--- src/asc_pkg.sv ---
// Package: register map, fields, reset values and timing counts for sync and autocal control
package asc_pkg;
  // ========================================
  // Register offsets (byte addresses)
  localparam logic [7:0] OFF_CTRL = 8'h00;
  localparam logic [7:0] OFF_STAT = 8'h04;
  localparam logic [7:0] OFF_DIV = 8'h08;
  localparam logic [7:0] OFF_RATE = 8'h0c;
  localparam logic [7:0] OFF_SRC = 8'h10;
  localparam logic [7:0] OFF_CALRES = 8'h14;
  // ========================================
  // Control word bit positions
  localparam int B_SYNC = 0;
  localparam int B_CAL = 1;
  localparam int B_CLK_INIT = 2;
  localparam int B_SYNC_INIT = 3;
  localparam int B_EXT_SYNC = 4;
  localparam int B_RAW_GEN = 5;
  localparam int B_FLUSH = 6;
  localparam int B_FAST = 7;
  localparam int B_AC = 8;
  localparam int B_IRQ_FLAG = 9;
  localparam int B_IRQ_SEL = 10;
  localparam int B_IRQ_EMU = 13;
  localparam int B_GRP_EN = 14;
  // ========================================
  // Status word bit positions
  localparam int S_READY = 0;
  localparam int S_CAL_PASS = 1;
  localparam int S_BUSY = 2;
  // ========================================
  // Reset values
  localparam logic [31:0] RST_CTRL = 32'h0000_c000;
  localparam logic [8:0] RST_DIV = 9'h005;
  localparam logic [23:0] RST_RATE = 24'h03_0032;
  localparam logic [3:0] RST_SRC = 4'h0;
  // ========================================
  // Clock source codes
  localparam logic [3:0] SRC_EXT = 4'h4;
  localparam logic [3:0] SRC_DIRECT = 4'h5;
  // ========================================
  // Interrupt selections
  localparam logic [2:0] IRQ_INIT = 3'h0;
  localparam logic [2:0] IRQ_CAL = 3'h1;
  localparam logic [2:0] IRQ_READY = 3'h2;
  // ========================================
  // Timing: sync and flush lengths in sample intervals of SI_FAST or SI_SLOW converter clocks, calibration and settle times in seconds
  localparam int SYNC_INTERVALS = 140;
  localparam int FLUSH_INTERVALS = 5;
  localparam int FAST_PERIODS = 140;
  localparam int SI_FAST = 256;
  localparam int SI_SLOW = 512;
  localparam int CAL_BASE_S = 1;
  localparam int CAL_MAX_S = 45;
  localparam int CLK_HZ = 25_000_000;
  localparam int CAL_BASE_CYC = CAL_BASE_S * CLK_HZ;
  localparam int AC_SETTLE_S = 5;
  localparam int AC_SETTLE_CYC = AC_SETTLE_S * CLK_HZ;
  localparam int CH_COUNT = 12;
  typedef enum logic [2:0] {
    ST_IDLE = 3'b000,
    ST_SYNC = 3'b001,
    ST_CAL = 3'b011,
    ST_SETTLE = 3'b010,
    ST_FLUSH = 3'b110
  } asc_state_t;
endpackage

--- src/asc_div.sv ---
// Module: programmable divider producing a one-cycle tick and a half-rate square wave
`timescale 1ns/10ps
module asc_div (
  input wire logic clk_sys,
  input wire logic sys_rst,
  input wire logic src_tick,
  input wire logic [8:0] ratio,
  output logic tick,
  output logic wave
);
  typedef struct packed {
    logic [8:0] cnt;
    logic wave;
    logic tick;
  } asc_div_t;
  asc_div_t st_ff;
  asc_div_t nxt_st;
  always_comb begin
    nxt_st = st_ff;
    nxt_st.tick = 1'b0;
    if (src_tick) begin
      // A ratio of zero acts as one so the output never stalls
      if (st_ff.cnt + 9'h001 >= ratio) begin
        nxt_st.cnt = 9'h000;
        nxt_st.tick = 1'b1;
        nxt_st.wave = ~st_ff.wave;
      end else begin
        nxt_st.cnt = st_ff.cnt + 9'h001;
      end
    end
  end
  always_ff @(posedge clk_sys) begin
    if (sys_rst) begin
      st_ff <= '0;
    end else begin
      st_ff <= nxt_st;
    end
  end
  assign tick = st_ff.tick;
  assign wave = st_ff.wave;
endmodule

--- src/asc_cal_mem.sv ---
// Module: per-channel offset and gain correction store with registered read
`timescale 1ns/10ps
module asc_cal_mem (
  input wire logic clk_sys,
  input wire logic sys_rst,
  input wire logic wr_en,
  input wire logic [3:0] wr_ch,
  input wire logic [31:0] wr_data,
  input wire logic [3:0] rd_ch,
  output logic [31:0] rd_data
);
  import asc_pkg::*;
  typedef struct packed {
    logic [CH_COUNT-1:0][31:0] corr;
    logic [31:0] rd;
  } asc_mem_t;
  asc_mem_t st_ff;
  asc_mem_t nxt_st;
  always_comb begin
    nxt_st = st_ff;
    if (wr_en && wr_ch < 4'(CH_COUNT)) begin
      nxt_st.corr[wr_ch] = wr_data;
    end
    nxt_st.rd = (rd_ch < 4'(CH_COUNT)) ? st_ff.corr[rd_ch] : 32'h0000_0000;
  end
  // Corrections live until bus reset or until a calibration writes the same channel
  always_ff @(posedge clk_sys) begin
    if (sys_rst) begin
      st_ff <= '0;
    end else begin
      st_ff <= nxt_st;
    end
  end
  assign rd_data = st_ff.rd;
endmodule

--- src/asc_ctrl.sv ---
// Module: converter sync, multiboard clock/sync roles, buffer clear, autocal and interrupt gating
`timescale 1ns/10ps
module asc_ctrl #(
  parameter int CAL_BASE = asc_pkg::CAL_BASE_CYC,
  parameter int AC_SETTLE = asc_pkg::AC_SETTLE_CYC
) (
  input wire logic clk_sys,
  input wire logic sys_rst,
  input wire logic psel,
  input wire logic penable,
  input wire logic pwrite,
  input wire logic [7:0] paddr,
  input wire logic [31:0] pwdata,
  output logic [31:0] prdata,
  output logic pready,
  output logic pslverr,
  input wire logic gen_clk_tick,
  input wire logic ext_clk_in,
  output logic ext_clk_out,
  output logic ext_clk_oe_n,
  input wire logic ext_sync_in,
  output logic ext_sync_out,
  output logic ext_sync_oe_n,
  output logic adc_clk_tick,
  output logic adc_reset,
  output logic buf_reset,
  output logic buf_run,
  output logic ac_coupling,
  input wire logic [asc_pkg::CH_COUNT-1:0] cal_ch_ok,
  input wire logic cal_corr_valid,
  input wire logic [3:0] cal_corr_ch,
  input wire logic [31:0] cal_corr_data,
  output logic host_irq
);
  import asc_pkg::*;
  localparam int SYNC_FAST = SYNC_INTERVALS * SI_FAST;
  localparam int SYNC_SLOW = SYNC_INTERVALS * SI_SLOW;
  localparam int FLUSH_FAST = FLUSH_INTERVALS * SI_FAST;
  localparam int FLUSH_SLOW = FLUSH_INTERVALS * SI_SLOW;
  localparam int CAL_MAX = CAL_MAX_S * CLK_HZ;
  // ========================================
  // State
  typedef struct packed {
    asc_state_t fsm;
    logic [31:0] ctrl;
    logic [8:0] div;
    logic [23:0] rate;
    logic [3:0] src;
    logic [31:0] cnt;
    logic [31:0] cal_len;
    logic ready;
    logic cal_pass;
    logic ac_restore;
    logic ready_prev;
    logic cal_done_ev;
    logic init_ev;
    logic irq_cond_prev;
    logic ext_clk_prev;
    logic ext_sync_prev;
    logic [31:0] rdata;
    logic [3:0] rd_ch;
  } asc_ctrl_t;
  asc_ctrl_t st_ff;
  asc_ctrl_t nxt_st;
  logic acc;
  logic wr;
  logic ext_edge;
  logic sync_edge;
  logic src_tick;
  logic div_tick;
  logic div_wave;
  logic [31:0] mem_rd;
  logic [2:0] irq_sel;
  logic irq_cond;
  logic sync_go;
  logic cfg_change;
  logic [31:0] seq_len;
  logic fast_mode;
  assign acc = psel && penable;
  assign wr = acc && pwrite;
  assign ext_edge = ext_clk_in && !st_ff.ext_clk_prev;
  assign sync_edge = ext_sync_in && !st_ff.ext_sync_prev;
  // ========================================
  // Clock routing
  always_comb begin
    src_tick = gen_clk_tick;
    if (!st_ff.ctrl[B_CLK_INIT] && st_ff.src == SRC_EXT) begin
      src_tick = ext_edge;
    end
  end
  asc_div u_div (
    .clk_sys(clk_sys),
    .sys_rst(sys_rst),
    .src_tick(src_tick),
    .ratio(st_ff.div),
    .tick(div_tick),
    .wave(div_wave)
  );
  asc_cal_mem u_mem (
    .clk_sys(clk_sys),
    .sys_rst(sys_rst),
    .wr_en(cal_corr_valid && st_ff.fsm == ST_CAL),
    .wr_ch(cal_corr_ch),
    .wr_data(cal_corr_data),
    .rd_ch(st_ff.rd_ch),
    .rd_data(mem_rd)
  );
  // Direct mode bypasses the divider entirely
  assign adc_clk_tick = (!st_ff.ctrl[B_CLK_INIT] && st_ff.src == SRC_DIRECT) ? ext_edge : div_tick;
  // Connector roles; enables are low while driving, reset leaves both released
  assign ext_clk_oe_n = !st_ff.ctrl[B_CLK_INIT];
  assign ext_sync_oe_n = !st_ff.ctrl[B_SYNC_INIT];
  assign ext_clk_out = st_ff.ctrl[B_RAW_GEN] ? gen_clk_tick : div_wave;
  assign ext_sync_out = wr && paddr == OFF_CTRL && pwdata[B_SYNC];
  // ========================================
  // Sequencing
  always_comb begin
    // The sequence runs in the mode being written, not the one being left
    fast_mode = (wr && paddr == OFF_CTRL) ? pwdata[B_FAST] : st_ff.ctrl[B_FAST];
    cfg_change = 1'b0;
    if (wr) begin
      unique case (paddr)
        OFF_RATE: cfg_change = pwdata[23:0] != st_ff.rate;
        OFF_SRC: cfg_change = pwdata[3:0] != st_ff.src;
        OFF_DIV: cfg_change = pwdata[8:0] != st_ff.div;
        OFF_CTRL: cfg_change = pwdata[B_FAST] != st_ff.ctrl[B_FAST];
        default: cfg_change = 1'b0;
      endcase
    end
    // Software write, peer pulse or configuration change; each is one pulse, so one sequence
    sync_go = (wr && paddr == OFF_CTRL && pwdata[B_SYNC])
      || (!st_ff.ctrl[B_SYNC_INIT] && st_ff.ctrl[B_EXT_SYNC] && sync_edge)
      || cfg_change;
    // Sample interval length depends on conversion mode
    if (st_ff.ctrl[B_FLUSH] && !cfg_change) begin
      seq_len = fast_mode ? 32'(FLUSH_FAST) : 32'(FLUSH_SLOW);
    end else begin
      seq_len = fast_mode ? 32'(SYNC_FAST) : 32'(SYNC_SLOW);
    end
  end
  always_comb begin
    nxt_st = st_ff;
    nxt_st.ext_clk_prev = ext_clk_in;
    nxt_st.ext_sync_prev = ext_sync_in;
    nxt_st.cal_done_ev = 1'b0;
    nxt_st.init_ev = 1'b0;
    nxt_st.ready_prev = st_ff.ready;
    nxt_st.ctrl[B_SYNC] = 1'b0;
    if (wr) begin
      unique case (paddr)
        OFF_CTRL: begin
          nxt_st.ctrl = pwdata & 32'h0000_ffff;
          nxt_st.ctrl[B_SYNC] = 1'b0;
          // Flag is cleared by writing zero; a new request in this cycle still wins
          nxt_st.ctrl[B_IRQ_FLAG] = st_ff.ctrl[B_IRQ_FLAG] & pwdata[B_IRQ_FLAG];
          // A request outside idle is dropped so the bit cannot stick high
          nxt_st.ctrl[B_CAL] = st_ff.ctrl[B_CAL] | (pwdata[B_CAL] && st_ff.fsm == ST_IDLE);
        end
        OFF_DIV: nxt_st.div = pwdata[8:0];
        OFF_RATE: nxt_st.rate = pwdata[23:0];
        OFF_SRC: nxt_st.src = pwdata[3:0];
        OFF_CALRES: nxt_st.rd_ch = pwdata[3:0];
        default: nxt_st.rd_ch = st_ff.rd_ch;
      endcase
    end
    unique case (st_ff.fsm)
      ST_IDLE: begin
        if (wr && paddr == OFF_CTRL && pwdata[B_CAL] && !st_ff.ctrl[B_CAL]) begin
          nxt_st.fsm = ST_CAL;
          nxt_st.ready = 1'b0;
          nxt_st.cnt = '0;
          nxt_st.ac_restore = pwdata[B_AC];
          // Rate-dependent term approximated as 16384 system clocks per divisor count
          nxt_st.cal_len = 32'(CAL_BASE) + {st_ff.div, 14'h0000};
          if (nxt_st.cal_len > 32'(CAL_MAX)) begin
            nxt_st.cal_len = 32'(CAL_MAX);
          end
        end else if (sync_go) begin
          nxt_st.fsm = (st_ff.ctrl[B_FLUSH] && !cfg_change) ? ST_FLUSH : ST_SYNC;
          nxt_st.ready = 1'b0;
          nxt_st.cnt = seq_len;
        end
      end
      ST_SYNC, ST_FLUSH: begin
        if (sync_go) begin
          nxt_st.cnt = seq_len;
        end else if (adc_clk_tick) begin
          // No converter clock means the sequence never ends
          if (st_ff.cnt <= 32'h0000_0001) begin
            nxt_st.fsm = ST_IDLE;
            nxt_st.ready = 1'b1;
          end else begin
            nxt_st.cnt = st_ff.cnt - 32'h0000_0001;
          end
        end
      end
      ST_CAL: begin
        nxt_st.cnt = st_ff.cnt + 32'h0000_0001;
        if (st_ff.cnt + 32'h0000_0001 >= st_ff.cal_len) begin
          nxt_st.ctrl[B_CAL] = 1'b0;
          nxt_st.cal_done_ev = 1'b1;
          // Disabled groups count as failed channels
          nxt_st.cal_pass = (&cal_ch_ok) && (&st_ff.ctrl[B_GRP_EN +: 2]);
          nxt_st.cnt = '0;
          nxt_st.fsm = st_ff.ac_restore ? ST_SETTLE : ST_IDLE;
          nxt_st.ready = !st_ff.ac_restore;
        end
      end
      ST_SETTLE: begin
        nxt_st.cnt = st_ff.cnt + 32'h0000_0001;
        if (st_ff.cnt + 32'h0000_0001 >= 32'(AC_SETTLE)) begin
          nxt_st.fsm = ST_IDLE;
          nxt_st.ready = 1'b1;
        end
      end
      default: nxt_st.fsm = ST_IDLE;
    endcase
    // Edge-detected selected condition sets the sticky flag; set beats clear
    if (irq_cond && !st_ff.irq_cond_prev) begin
      nxt_st.ctrl[B_IRQ_FLAG] = 1'b1;
    end
    nxt_st.irq_cond_prev = irq_cond;
    // Register read data
    unique case (paddr)
      OFF_CTRL: nxt_st.rdata = st_ff.ctrl;
      OFF_STAT: nxt_st.rdata = {29'h0000_0000, st_ff.fsm != ST_IDLE, st_ff.cal_pass, st_ff.ready};
      OFF_DIV: nxt_st.rdata = {23'h00_0000, st_ff.div};
      OFF_RATE: nxt_st.rdata = {8'h00, st_ff.rate};
      OFF_SRC: nxt_st.rdata = {28'h000_0000, st_ff.src};
      OFF_CALRES: nxt_st.rdata = mem_rd;
      default: nxt_st.rdata = 32'h0000_0000;
    endcase
  end
  assign irq_sel = st_ff.ctrl[B_IRQ_SEL +: 3];
  always_comb begin
    unique case (irq_sel)
      IRQ_INIT: irq_cond = st_ff.init_ev;
      IRQ_CAL: irq_cond = st_ff.cal_done_ev;
      IRQ_READY: irq_cond = st_ff.ready && !st_ff.ready_prev;
      default: irq_cond = 1'b0;
    endcase
  end
  always_ff @(posedge clk_sys) begin
    if (sys_rst) begin
      st_ff.fsm <= ST_IDLE;
      st_ff.ctrl <= RST_CTRL;
      st_ff.div <= RST_DIV;
      st_ff.rate <= RST_RATE;
      st_ff.src <= RST_SRC;
      st_ff.cnt <= '0;
      st_ff.cal_len <= '0;
      st_ff.ready <= 1'b1;
      st_ff.cal_pass <= 1'b0;
      st_ff.ac_restore <= 1'b0;
      st_ff.ready_prev <= 1'b1;
      st_ff.cal_done_ev <= 1'b0;
      st_ff.init_ev <= 1'b1;
      st_ff.irq_cond_prev <= 1'b0;
      st_ff.ext_clk_prev <= 1'b0;
      st_ff.ext_sync_prev <= 1'b0;
      st_ff.rdata <= '0;
      st_ff.rd_ch <= '0;
    end else begin
      st_ff <= nxt_st;
    end
  end
  // ========================================
  // Outputs
  assign prdata = st_ff.rdata;
  // No wait states; read data is registered from the address of the setup cycle
  assign pready = 1'b1;
  assign pslverr = 1'b0;
  assign adc_reset = st_ff.fsm == ST_SYNC;
  assign buf_reset = st_ff.fsm == ST_SYNC || st_ff.fsm == ST_FLUSH;
  assign buf_run = st_ff.fsm == ST_IDLE && st_ff.ready;
  // DC forced while calibrating
  assign ac_coupling = st_ff.ctrl[B_AC] && st_ff.fsm != ST_CAL;
  assign host_irq = st_ff.ctrl[B_IRQ_FLAG] && st_ff.ctrl[B_IRQ_EMU];
endmodule

--- config.mk ---
export PLATFORM = sky130hd
export DESIGN_NAME = asc_ctrl
export DESIGN_NICKNAME = d
export VERILOG_FILES = /design/src/asc_pkg.sv /design/src/asc_div.sv /design/src/asc_cal_mem.sv /design/src/asc_ctrl.sv
export SDC_FILE = /design/constraint.sdc
export NUM_CORES = 1
export LEC_CHECK = 0
export BUFFER_PORTS_ARGS = -buffer_cell sky130_fd_sc_hd__buf_4
export CAP_MARGIN = 20
export CORE_MARGIN = 3
export CORE_UTILIZATION = 32
export CTS_CLUSTER_DIAMETER = 120
export DETAILED_ROUTE_END_ITERATION = 12
export GPL_TIMING_DRIVEN = 0
export PLACE_DENSITY = 0.48
export SYNTH_ARGS = -nofsm -noshare
export SYNTH_HDL_FRONTEND = slang
export SYNTH_SLANG_ARGS = --single-unit
export TNS_END_PERCENT = 20
--- constraint.sdc ---
create_clock -name clk_sys -period 5.79 [get_ports clk_sys]
set_input_delay 0 -clock clk_sys [delete_from_list [all_inputs] [get_ports clk_sys]]
set_output_delay 0 -clock clk_sys [all_outputs]
set_load 0.02 [all_outputs]
**Word-level counts from Yosys, hierarchy flattened**

Index checks and enable logic that the tools add are counted.

- Bits of input ports: 97
- Output and inout port bits: 44
- Register bits: 592
- Word-level logic and storage cells: 201

- Magnitude comparators: 10
- Reductions and logical operators: 61
- Bitwise logic cells: 7
- Muxes and demuxes: 56
- $add $sub $neg: 4
- Equal/unequal tests: 26

Operator list:

| kind | number |
|---|---|
| 384-bit bitwise mux | 1 |
| 32-bit 2-to-1 mux | 8 |
| 32-bit case mux with 6 select lines | 1 |
| 32-bit binary-select mux with 4-bit select | 1 |
| 32-bit demux with 4-bit select | 1 |
| 32-bit case mux with 4 select lines | 1 |
| 47-bit 2-to-1 mux | 1 |
| 40-bit 2-to-1 mux | 1 |
| 17-bit 2-to-1 mux | 2 |
| 32-bit by 1-bit adder with 32-bit output (second input constant) | 1 |
| 32-bit by 27-bit greater-or-equal comparator with 1-bit output (second input constant) | 1 |
| 32-bit greater-or-equal comparator | 1 |
| 32-bit by 1-bit <= comparator with 1-bit output (second input constant) | 1 |
| 32-bit by 1-bit subtractor with 32-bit output (second input constant) | 1 |
| 26-bit by 31-bit greater-than comparator with 1-bit output (second input constant) | 1 |
| 31-bit 2-to-1 mux | 1 |
| 25-bit by 23-bit adder with 26-bit output (first input constant) | 1 |
| 24-bit 2-to-1 mux | 1 |
| 3-bit 2-to-1 mux | 8 |
| 24-bit inequality test | 1 |
| 1-bit logical AND | 23 |
| 2-bit AND reduction | 10 |
| 9-bit 2-to-1 mux | 2 |
| 8-bit by 4-bit == test with 1-bit output (second input constant) | 2 |
| 41 further kinds | 92 |

**Logic depth before layout (Yosys ltp)**

Gate-level depths: netlist (run 1).

- Word-level depth: 9
- Depth in mapped cells: 18
- Gate-level depth less buffers: 15

**Hierarchy**

A second synthesis (run 1) with hierarchy kept.

- Cell total of the unflattened synthesis: 3382
- Area total of the unflattened synthesis: 28476.1 sq um

By module, submodules not included:

| module | instances | cells each | seq. area each (sq um) | area each (sq um) |
|---|---|---|---|---|
| asc_cal_mem | 1 | 2156 | 8328.0 | 18565.3 |
| asc_ctrl | 1 | 1116 | 2862.7 | 9012.4 |
| asc_div | 1 | 110 | 220.2 | 898.4 |

**Worst setup path after synthesis (run 1)**

No wires, ideal clock.

- Kind: flip-flop to flip-flop
- Start: register st_ff[83] (netlist name)
- End: register st_ff[84] (netlist name)
- Buffers on the path: 3
- Setup time: 0.070 ns
- Cell stages (with the launch flop): 18
- Data required time: 5.720 ns
- Data arrival time: 3.685 ns
- Setup slack: 2.035 ns
- Clock period less this slack: 3.755 ns
- Path through: dfxtp_1 buf_2 nand2_1 or3_1 clkbuf_1 nor3_1 xnor2_1 inv_1 ha_1 a21o_1 a21o_1 a2111oi_0 o211ai_1 o31ai_2 buf_2 nand2_1 o221a_2 a21oi_1

- Word-level cells in the longest chain between the ends: 5
- Elaborated cells on any way between the ends: 11
- Classes of those cells: 2 x add/sub; 2 x order compare; 1 x eq/ne; 5 x mux; 1 x reduce/logical

RTL lines:

| element | RTL line | RTL |
|---|---|---|
| start: declaration | asc_ctrl.sv:63 | `asc_ctrl_t st_ff;` |
| start signal: assignment | asc_ctrl.sv:264 | `st_ff <= nxt_st;` |
| branches (longest 5 deep; another with 32-bit by 1-bit adder with 32-bit output) | -- |  |

Parallel ways; which one is timed is not known. The select of a mux whose other input is x is not followed.
A chain may end at the register's enable or synchronous reset.

**Worst setup path in the final report (run 1)**

- Start: register st_ff[77] (netlist name)
- End: register st_ff[87] (netlist name)

Same word-level chain as after synthesis.

==> results of run 1 <==
-- cell families after synthesis --
family / Yosys count / share of synthesized area, %
XOR/XNOR: 82 / 2.711
adder cells (fa/ha/maj): 29 / 1.370
AND/OR/NAND/NOR: 1357 / 21.45
AO/OA/AOI/OAI: 692 / 15.06
buffers and inverters: 355 / 6.074
flip-flops: 570 / 43.08
multiplexers: 150 / 10.23
other: 2 / 0.02835
-- worst register-to-register path: stages, from the launching register on --
cell and delay [ps]:
dfxtp_1 480, ha_1 340, nand4_1 300, nor2_1 700, and3_1 400, xor2_1 240, ha_1 280, a211oi_1 330
o2111ai_1 170, a21oi_1 220, o211ai_1 190, nor3_1 670, nor2_1 310, nor4b_1 360, a311o_1 160
-- sequential cells by signal (all words and copies together), names as in the netlist --
| register | cells |
|---|---|
| prdata | 32 |
| u_div.st_ff | 9 |
| u_div.wave | 1 |
| irq_sel | 3 |
| u_div.tick | 1 |
| u_mem.rd_data | 32 |
| nxt_st | 1 |
| u_mem.st_ff | 384 |
| st_ff | 107 |
-- power breakdown --
| group | leakage, nW | internal, mW | switching (mW) |
|---|---|---|---|
| logic | 5.16 | 0.511 | 1.02 |
| clock network | 1.15 | 2.67 | 1.81 |
| registers | 4.59 | 3.96 | 0.0343 |
| total | 10.9 | 7.14 | 2.86 |
-- worst max-delay path by stage --
stage	endpoint	depth (start not counted)	slack, ps
after global routing	st_ff[87]	14	170
after floorplan	st_ff[84]	17	2030
after detailed placement	st_ff[87]	14	610
final	st_ff[87]	14	580
after global placement	st_ff[87]	14	590
after CTS	st_ff[87]	14	590
-- metal layers --
layer	track usage, %	up-vias	wire length [um]
met3	2.634	138	3913
met4	5.964	0	2407
met1	29.55	11310	44000
li1	-	11590	-
met2	35.26	563	43890
met5	0	-	0
-- metrics by stage --
stage	power (mW)	worst slack (ps)	instance area, sq um	utilization (%)
6_report	10.00	583.8	31920	39.24
5_1_grt	10.38	165.4	31920	39.24
4_1_cts	10.09	589.9	31900	39.23
3_5_place_dp	5.547	611.8	28780	35.38
3_3_place_gp	5.557	591.6	28740	35.34
2_1_floorplan	5.017	2035	26490	-
-- cell usage in the layout, fill, tap and decap left out, types with 39 or more instances in the layout --
cell           instances
a21oi_1              498
buf_4                160
clkbuf_1             251
clkbuf_16             69
dfxtp_1              570
dlygate4sd3_1         79
inv_1                 45
mux2i_1               49
mux4_2                96
nand2_1              952
nand3_1               45
nor2_1               159
nor3_1                54
xnor2_1               39
xor2_1                43
-- layout make-up --
type	count	area [sq um]
clock buffer	97	1982
timing repair buffer	207	1763
fill	8382	49410
buffer	310	1440
sequential	570	11410
inverter	45	168.9
clock inverter	24	354.1
tap	1060	1326
multi-input combinational	2312	13470
-- repair_timing --
action | in CTS | in global routing
endpoints found under the hold margin | 250 | 0
hold buffers | 79 | 0
gates resized for setup | 0 | 0
==> run_results.csv, run 1 <==
group,metric,value,unit
floorplan,die_area,0.08627,sq mm
worst_hold_path,min-delay-start,"cal_corr_ch[3]",
worst_hold_path,min_to,"u_mem.st_ff[127]",
clock_tree,insertion_delay,630,ps
setup_path,worstPathArrival,5760,ps
pwr,max-vdd-ir-drop,0.0002044,V
logic_synthesis,synth_top_area_share,43.08,%
detailed_routing,wl_per_cell,20.37,um
logic_synthesis,synth_common_cells,"952 x nand2_1, 570 x dfxtp_1, 498 x a21oi_1",
logic_synthesis,syn_avg_cell_area,8.184,sq um
placed_design,dp.final_hpwl,69.80,mm
detailed_routing,via_per_inst,5.102,
sta,rsz0062_at_grt,"no",
detailed_routing,route.detailed.drc,0,
clock_tree,cts-root-buf,"clkbuf_16",
sta,timing_hold_violations_final,0,
final_layout,n_antenna_cell,0,
sta,hold_ws,44.03,ps
placed_design,routabilityCongestion,0.9042,
setup_path,crit_buf_inv,0,
detailed_routing,first_pass_iters,5,
global_routing,grt_pass1_wl,142.4,mm
sta,slew_headroom,24.32,%
clock_tree,clkTransAtPathRegs,60,ps
outcome,status,"finished, final reports clean",
sta,fmax,0.1921,GHz
setup_path,slowest_delay,700,ps
floorplan,die-height,293.7,um
floorplan,start_util,32.57,%
setup_path,reg2reg_depth,14,
logic_synthesis,yosysMostFrequentCell,"nand2_1",
setup_path,worstReg2RegStart,"st_ff[77]",
sta,finalSetupTns,0,ps
clock_tree,cts-buffers-inserted,68,
clock_tree,cts_max_level,3,
global_routing,grt_pass1_vias,22700,
detailed_routing,routed-via-count,23600,
placed_design,dp_cells,4424,
global_routing,grt_usage,21.39,%
sta,final-max-slew-violation-count,0,
logic_synthesis,async_flop_share,0,%
logic_synthesis,syn_inst,3237,
logic_synthesis,ys_warn_count,0,
sta,min_period_over_period,89.92,%
setup_path,path_max_fanout,8,
worst_hold_path,whs_path_depth,5,
global_routing,antenna_found_initial,1,
detailed_routing,antenna_left,0,
logic_synthesis,syn_area,0.02649,sq mm
setup_path,critPathLaunchType,"flop",
logic_synthesis,syn_nets,3363,
clock_tree,cts_setup_buffers,0,
setup_path,rrSetupSlack,580,ps
clock_tree,clock-sinks,570,
pwr,leakage,10.90,nW
pwr,powerDensity,313.3,mW/mm^2
setup_path,critPathKind,"reg2reg",
job,cap_violations,0,
sta,period_minus_slack,5206,ps
global_routing,grt_start_max_net_pins,13,
logic_synthesis,synth_ff_type,"dfxtp_1",
setup_path,crit_family,"simple AND/OR/NAND/NOR gates",
floorplan,rows,104,
setup_path,cp-end-kind,"flop",
setup_path,cp.required,6350,ps
final_layout,syn_to_final_growth,20.48,%
placed_design,port_buffers,123,
logic_synthesis,ys_seq_elements,570,
sta,setup_violations,0,
final_layout,final-instance-count-excl-fill,4625,
clock_tree,cts_buffer_depth,3,
sta,fin_skew,13.66,ps
logic_synthesis,ys_types,88,
final_layout,drive_gt1_share,12.26,%
final_layout,nets,3640,
floorplan,die_w,293.7,um
logic_synthesis,synth_area_leaders,"dfxtp_1 43%, nand2_1 13%, a21oi_1 9.4%",
setup_path,crit_path_start,"st_ff[77]",
detailed_routing,drtIter0Drc,1808,
setup_path,cp_slowest_cell,"nor2_1",
logic_synthesis,synth_top_cell_by_area,"dfxtp_1",
sta,worstMarginPinSlew,1135,ps
setup_path,crit_path_cell_trace,"ha_1, nand4_1, nor2_1, and3_1, xor2_1, ha_1, a211oi_1, o2111ai_1, a21oi_1, o211ai_1, nor3_1, nor2_1, nor4b_1, a311o_1",
floorplan,boundaryPins,141,
floorplan,core,0.08133,sq mm
worst_hold_path,hold_class,"in2reg",
global_routing,gr-total-overflow,0,
logic_synthesis,synth_edf_count,0,
logic_synthesis,synth-seq-area-share,43.08,%
clock_tree,cts_tree,"yes",
detailed_routing,routed_wl,94.21,mm
setup_path,regToRegEndpoint,"st_ff[87]",
Power figures use the tool's default switching activity.
==> run 2: changes to the inputs <==
--- a/config.mk
+++ b/config.mk
@@ -7,12 +7,14 @@
 export LEC_CHECK = 0
 export BUFFER_PORTS_ARGS = -buffer_cell sky130_fd_sc_hd__buf_4
 export CAP_MARGIN = 20
+export CELL_PAD_IN_SITES_DETAIL_PLACEMENT = 2
+export CELL_PAD_IN_SITES_GLOBAL_PLACEMENT = 2
 export CORE_MARGIN = 3
-export CORE_UTILIZATION = 32
+export CORE_UTILIZATION = 40
 export CTS_CLUSTER_DIAMETER = 120
 export DETAILED_ROUTE_END_ITERATION = 12
 export GPL_TIMING_DRIVEN = 0
-export PLACE_DENSITY = 0.48
+export PLACE_DENSITY = 0.86
 export SYNTH_ARGS = -nofsm -noshare
 export SYNTH_HDL_FRONTEND = slang
 export SYNTH_SLANG_ARGS = --single-unit
==> run_results.csv, run 2 (synthesized netlist as in run 1, its figures left out) <==
group,metric,value,unit
outcome,status,"finished, final reports clean",
pwr,powerDensity,326.7,mW/mm^2
sta,final-max-slew-violation-count,0,
sta,timing_hold_violations_final,0,
final_layout,register_area,0.01141,sq mm
floorplan,die-height,263.3,um
detailed_routing,routed-via-count,27240,
detailed_routing,routed_wl,133.5,mm
clock_tree,cts_tree,"yes",
clock_tree,cts_setup_buffers,0,
final_layout,final-instance-count-excl-fill,4407,
global_routing,grt.busiest_layer,"met2",
detailed_routing,via_per_inst,6.182,
final_layout,largest_reg_flops,384,
floorplan,boundaryPins,141,
floorplan,start_util,40.80,%
setup_path,critPathKind,"reg2reg",
clock_tree,cts_max_level,3,
worst_hold_path,hold_class,"in2reg",
final_layout,syn_to_final_growth,18.86,%
setup_path,cp_slowest_cell,"nor2_1",
sta,fmax,0.1806,GHz
worst_hold_path,whs_path_depth,4,
global_routing,grt_start_max_net_pins,14,
clock_tree,cts_buffer_depth,3,
final_layout,multi_input_area,0.01348,sq mm
setup_path,critPathLaunchType,"flop",
final_layout,mostFrequentLayoutCells,"952 x nand2_1, 570 x dfxtp_1, 498 x a21oi_1",
setup_path,cp.depth,15,
setup_path,worstPathArrival,6080,ps
setup_path,slowest_delay,710,ps
pwr,leakage,10.84,nW
final_layout,regMostFlops,"u_mem.st_ff",
global_routing,grt_use_met1,40.57,%
clock_tree,cts-root-buf,"clkbuf_16",
sta,rsz0062_at_grt,"no",
setup_path,crit_path_cell_trace,"ha_1, nand4_1, nor2_1, and3_1, xor2_1, ha_1, a211oi_1, o2111ai_1, a21oi_1, o211ai_1, o31ai_2, buf_2, nand2_1, o221a_2, a21oi_1",
final_layout,final_area,0.03149,sq mm
sta,min_period_over_period,95.62,%
floorplan,core,0.06493,sq mm
setup_path,crit_buf_inv,1,
placed_design,dp.final_hpwl,82.86,mm
setup_path,cp-end-kind,"flop",
final_layout,nets,3628,
sta,setup_violations,0,
pwr,max-vdd-ir-drop,0.0002253,V
setup_path,path_max_fanout,10,
global_routing,use_met3,6.150,%
placed_design,dpl_cell_area,0.02851,sq mm
floorplan,die_area,0.06935,sq mm
global_routing,grt_usage,37.09,%
sta,period_minus_slack,5536,ps
pwr,p_total,10.29,mW
floorplan,die_w,263.3,um
final_layout,fill_cells,7000,
detailed_routing,drtIter0Drc,2357,
sta,slew_headroom,22.76,%
placed_design,port_buffers,123,
clock_tree,clock-sinks,570,
detailed_routing,route.detailed.drc,0,
global_routing,grt_pass1_wl,198.5,mm
global_routing,grt_pass1_vias,30750,
sta,worstMarginPinSlew,1159,ps
final_layout,largest_registers,"u_mem.st_ff x384, st_ff x107",
setup_path,crit_family,"compound AO/OA/AOI/OAI gates",
global_routing,antenna_found_initial,3,
detailed_routing,antenna_left,0,
global_routing,use_met2,66.59,%
sta,fin_skew,28.31,ps
detailed_routing,first_pass_iters,6,
sta,finalSetupTns,0,ps
floorplan,rows,93,
clock_tree,clkTransAtPathRegs,70,ps
setup_path,cp.required,6330,ps
global_routing,gr-total-overflow,0,
setup_path,reg2reg_depth,15,
job,cap_violations,0,
final_layout,drive_gt1_share,12.48,%
placed_design,routabilityCongestion,0.9178,
placed_design,dp_cells,4218,
clock_tree,insertion_delay,630,ps
clock_tree,cts-buffers-inserted,67,
final_layout,layout_commonest_cell,"nand2_1",
detailed_routing,wl_per_cell,30.29,um
## run 2: cell count changes in the layout (fill, tap and decap cells not counted), moves of 2 or more
| cell | delta |
|---|---|
| clkinv_8 | -4 |
| clkbuf_1 | -6 |
| clkbuf_8 | +4 |
| dlygate4sd3_1 | -13 |
| bufinv_16 | -2 |
| clkinv_2 | +3 |
## run 2: path summary, 6_finish.rpt
check / startpoint / end / slack, ps
hold / removal: cal_corr_ch[2] / u_mem.st_ff[224] / 6
hold reg to reg: u_mem.rd_data[28] / prdata[28] / 450
setup reg to reg: st_ff[77] / st_ff[101] / 250
setup / recovery: st_ff[77] / st_ff[101] / 250
## run 2: final cells by class
cell class,instances,share of cell area (%)
diodes,1,0.007948
plain buffers,310,4.574
clock buffers,96,6.477
clock inverters,22,0.7312
inverters,45,0.5365
multi-input cells,2312,42.80
flip-flops and latches,570,36.24
well taps,855,3.398
repair buffers,196,5.237
## run 2: worst reg2reg max path: cells and delay by family, from the launching register on
family                   cells  cell delay [ps]
AO/OA/AOI/OAI                7             1900
XOR/XNOR                     1              210
adder cells (fa/ha/maj)      2              660
buffers and inverters        1              350
flip-flops                   1              570
AND/OR/NAND/NOR              4             1760
## run 2: metal layers
metal  wire length, um  up-vias
li1                  -    11530
met1             49730    13980
met2             67660     1225
met3              7078      504
met4              8977        4
met5                25        -
## run 2: power breakdown
group          leakage, nW  total, mW  switching (mW)  internal, mW
clock network         1.13       4.58            1.94          2.63
registers             4.59       4.00          0.0448          3.96
logic                 5.11       1.71            1.20         0.511
total                 10.8       10.3            3.19          7.10
## run 2: through the flow
| stage | util [%] | hold slack [ps] | setup slack (ps) |
|---|---|---|---|
| finish | 48.49 | 5.876 | 253.8 |
| global route | 48.49 | 22.01 | 22.19 |
| CTS | 48.42 | 6.228 | 244.9 |
| detailed placement | 43.90 | 206.6 | 480.9 |
| global placement | 43.87 | 201.1 | 704.5 |
| floorplan | - | 27.72 | 2035 |
## run 2: repair_timing
action | in CTS | in global routing
endpoints found under the hold margin | 125 | 0
setup endpoints to repair | 0 | 6
hold buffers | 66 | 0
gates resized for setup | 0 | 1
==> run 3: changes to the inputs <==
--- a/config.mk
+++ b/config.mk
@@ -14,7 +14,8 @@
 export CTS_CLUSTER_DIAMETER = 120
 export DETAILED_ROUTE_END_ITERATION = 12
 export GPL_TIMING_DRIVEN = 0
-export PLACE_DENSITY = 0.86
+export PLACE_DENSITY = 0.84
+export RECOVER_POWER = 100
 export SYNTH_ARGS = -nofsm -noshare
 export SYNTH_HDL_FRONTEND = slang
 export SYNTH_SLANG_ARGS = --single-unit
==> run_results.csv, run 3 (synthesized netlist as in run 1, its figures left out) <==
group,metric,value,unit
sta,setup_violations,0,
detailed_routing,routed_wl,128.9,mm
sta,fin_skew,31.10,ps
final_layout,largest_reg_flops,384,
sta,worstMarginPinSlew,1172,ps
final_layout,drive_gt1_share,11.12,%
worst_hold_path,hold_class,"in2reg",
detailed_routing,antenna_left,0,
floorplan,die_w,263.3,um
floorplan,boundaryPins,141,
clock_tree,clock-sinks,570,
setup_path,cp-end-kind,"flop",
detailed_routing,route.detailed.drc,0,
clock_tree,cts-buffers-inserted,66,
placed_design,routabilityCongestion,0.9210,
sta,slew_headroom,21.33,%
setup_path,critPathLaunchType,"flop",
final_layout,largest_registers,"u_mem.st_ff x384, st_ff x107",
clock_tree,insertion_delay,620,ps
final_layout,nets,3633,
floorplan,start_util,40.80,%
global_routing,grt_pass1_wl,194.1,mm
global_routing,grt_pass1_vias,30440,
clock_tree,cts_max_level,3,
floorplan,die_area,0.06935,sq mm
pwr,max-vdd-ir-drop,0.0002555,V
floorplan,rows,93,
job,cap_violations,0,
detailed_routing,routed-via-count,26930,
sta,fmax,0.1880,GHz
global_routing,antenna_found_initial,2,
sta,hold_ws,48.74,ps
setup_path,critPathKind,"reg2reg",
clock_tree,cts_buffer_depth,3,
pwr,p_total,10.39,mW
sta,timing_hold_violations_final,0,
sta,rsz0062_at_grt,"no",
setup_path,cp.required,6320,ps
global_routing,gr-total-overflow,0,
setup_path,path_max_fanout,10,
placed_design,dp.final_hpwl,82.96,mm
clock_tree,cts_setup_buffers,0,
pwr,powerDensity,329.9,mW/mm^2
clock_tree,clkTransAtPathRegs,60,ps
final_layout,final-instance-count-excl-fill,4416,
clock_tree,cts_tree,"yes",
sta,min_period_over_period,91.87,%
detailed_routing,drtIter0Drc,2106,
pwr,leakage,10.72,nW
detailed_routing,first_pass_iters,6,
clock_tree,cts-root-buf,"clkbuf_16",
sta,finalSetupTns,0,ps
final_layout,layout_commonest_cell,"nand2_1",
final_layout,regMostFlops,"u_mem.st_ff",
outcome,status,"finished, final reports clean",
detailed_routing,via_per_inst,6.098,
detailed_routing,wl_per_cell,29.20,um
setup_path,cp_slowest_cell,"nor2_1",
setup_path,slowest_delay,710,ps
setup_path,worstPathArrival,5850,ps
setup_path,crit_buf_inv,1,
final_layout,mostFrequentLayoutCells,"952 x nand2_1, 570 x dfxtp_1, 498 x a21oi_1",
floorplan,core,0.06493,sq mm
sta,final-max-slew-violation-count,0,
global_routing,grt_usage,36.15,%
floorplan,die-height,263.3,um
placed_design,dp_cells,4219,
placed_design,port_buffers,123,
setup_path,crit_family,"compound AO/OA/AOI/OAI gates",
final_layout,syn_to_final_growth,18.94,%
setup_path,crit_path_cell_trace,"ha_1, nand4_1, nor2_1, and3_1, xor2_1, ha_1, a211oi_1, o2111ai_1, a21oi_1, o211ai_1, o31ai_2, buf_2, nand2_1, o221a_2, a21oi_1",
sta,period_minus_slack,5319,ps
global_routing,grt_start_max_net_pins,15,
## run 3: changes by cell type in the layout (fill, tap and decap cells not counted), sizes merged
cell,change
clkinvlp,-2
clkinv,-6
bufinv,+6
clkbuf,+46
inv,+3
dlygate4sd3,+6
buf,-44
## run 3: layer usage
metal  vias up  GRT usage [%]  part of all wire, %
met3       463          5.458                  4.7
met5         -              0                0.010
met1     13850          40.17                   38
met2      1053          65.77                   51
met4         2          20.31                  6.3
li1      11560              -                    -
## run 3: final timing paths
check / start / end / slack [ps] / depth (start not counted)
min: pwdata[1] / st_ff[138] / 50 / 3
max: st_ff[77] / st_ff[101] / 470 / 15
max reg2reg: st_ff[77] / st_ff[101] / 470 / 15
min reg2reg: u_mem.rd_data[29] / prdata[29] / 450 / 1
## run 3: stage by stage
step | instance area, sq um | worst slack, ps | utilization (%)
global route | 31510 | 116.0 | 48.52
CTS | 31620 | 351.4 | 48.71
floorplan | 26490 | 2035 | -
global placement | 28480 | 659.4 | 43.87
finish | 31510 | 470.9 | 48.53
detailed placement | 28520 | 470.8 | 43.92
## run 3: worst min-delay path: stages
cell and delay (ps):
clkbuf_1 340, nand2_1 170, a21oi_1 80
## run 3: what timing repair did
action / 4_1_cts / 5_1_grt
hold buffers: 72 / 0
hold endpoints to repair: 124 / 0
setup endpoints to repair: 0 / 2
resized for setup: 0 / 1
## run 3: cell type report
class / count / area, sq um
flip-flops and latches: 570 / 11410
plain buffers: 310 / 1440
fillers: 7058 / 33420
diodes: 1 / 2.502
repair buffers: 202 / 1554
inverters: 45 / 168.9
clock inverters: 23 / 412.9
clock buffers: 98 / 1973
well taps: 855 / 1070
multi-input cells: 2312 / 13480
## run 3: report_power, final
part | switching (mW) | internal (mW) | total [mW]
combinational | 1.15 | 0.499 | 1.65
clock | 1.92 | 2.83 | 4.74
sequential | 0.0406 | 3.96 | 4.00
total | 3.11 | 7.28 | 10.4
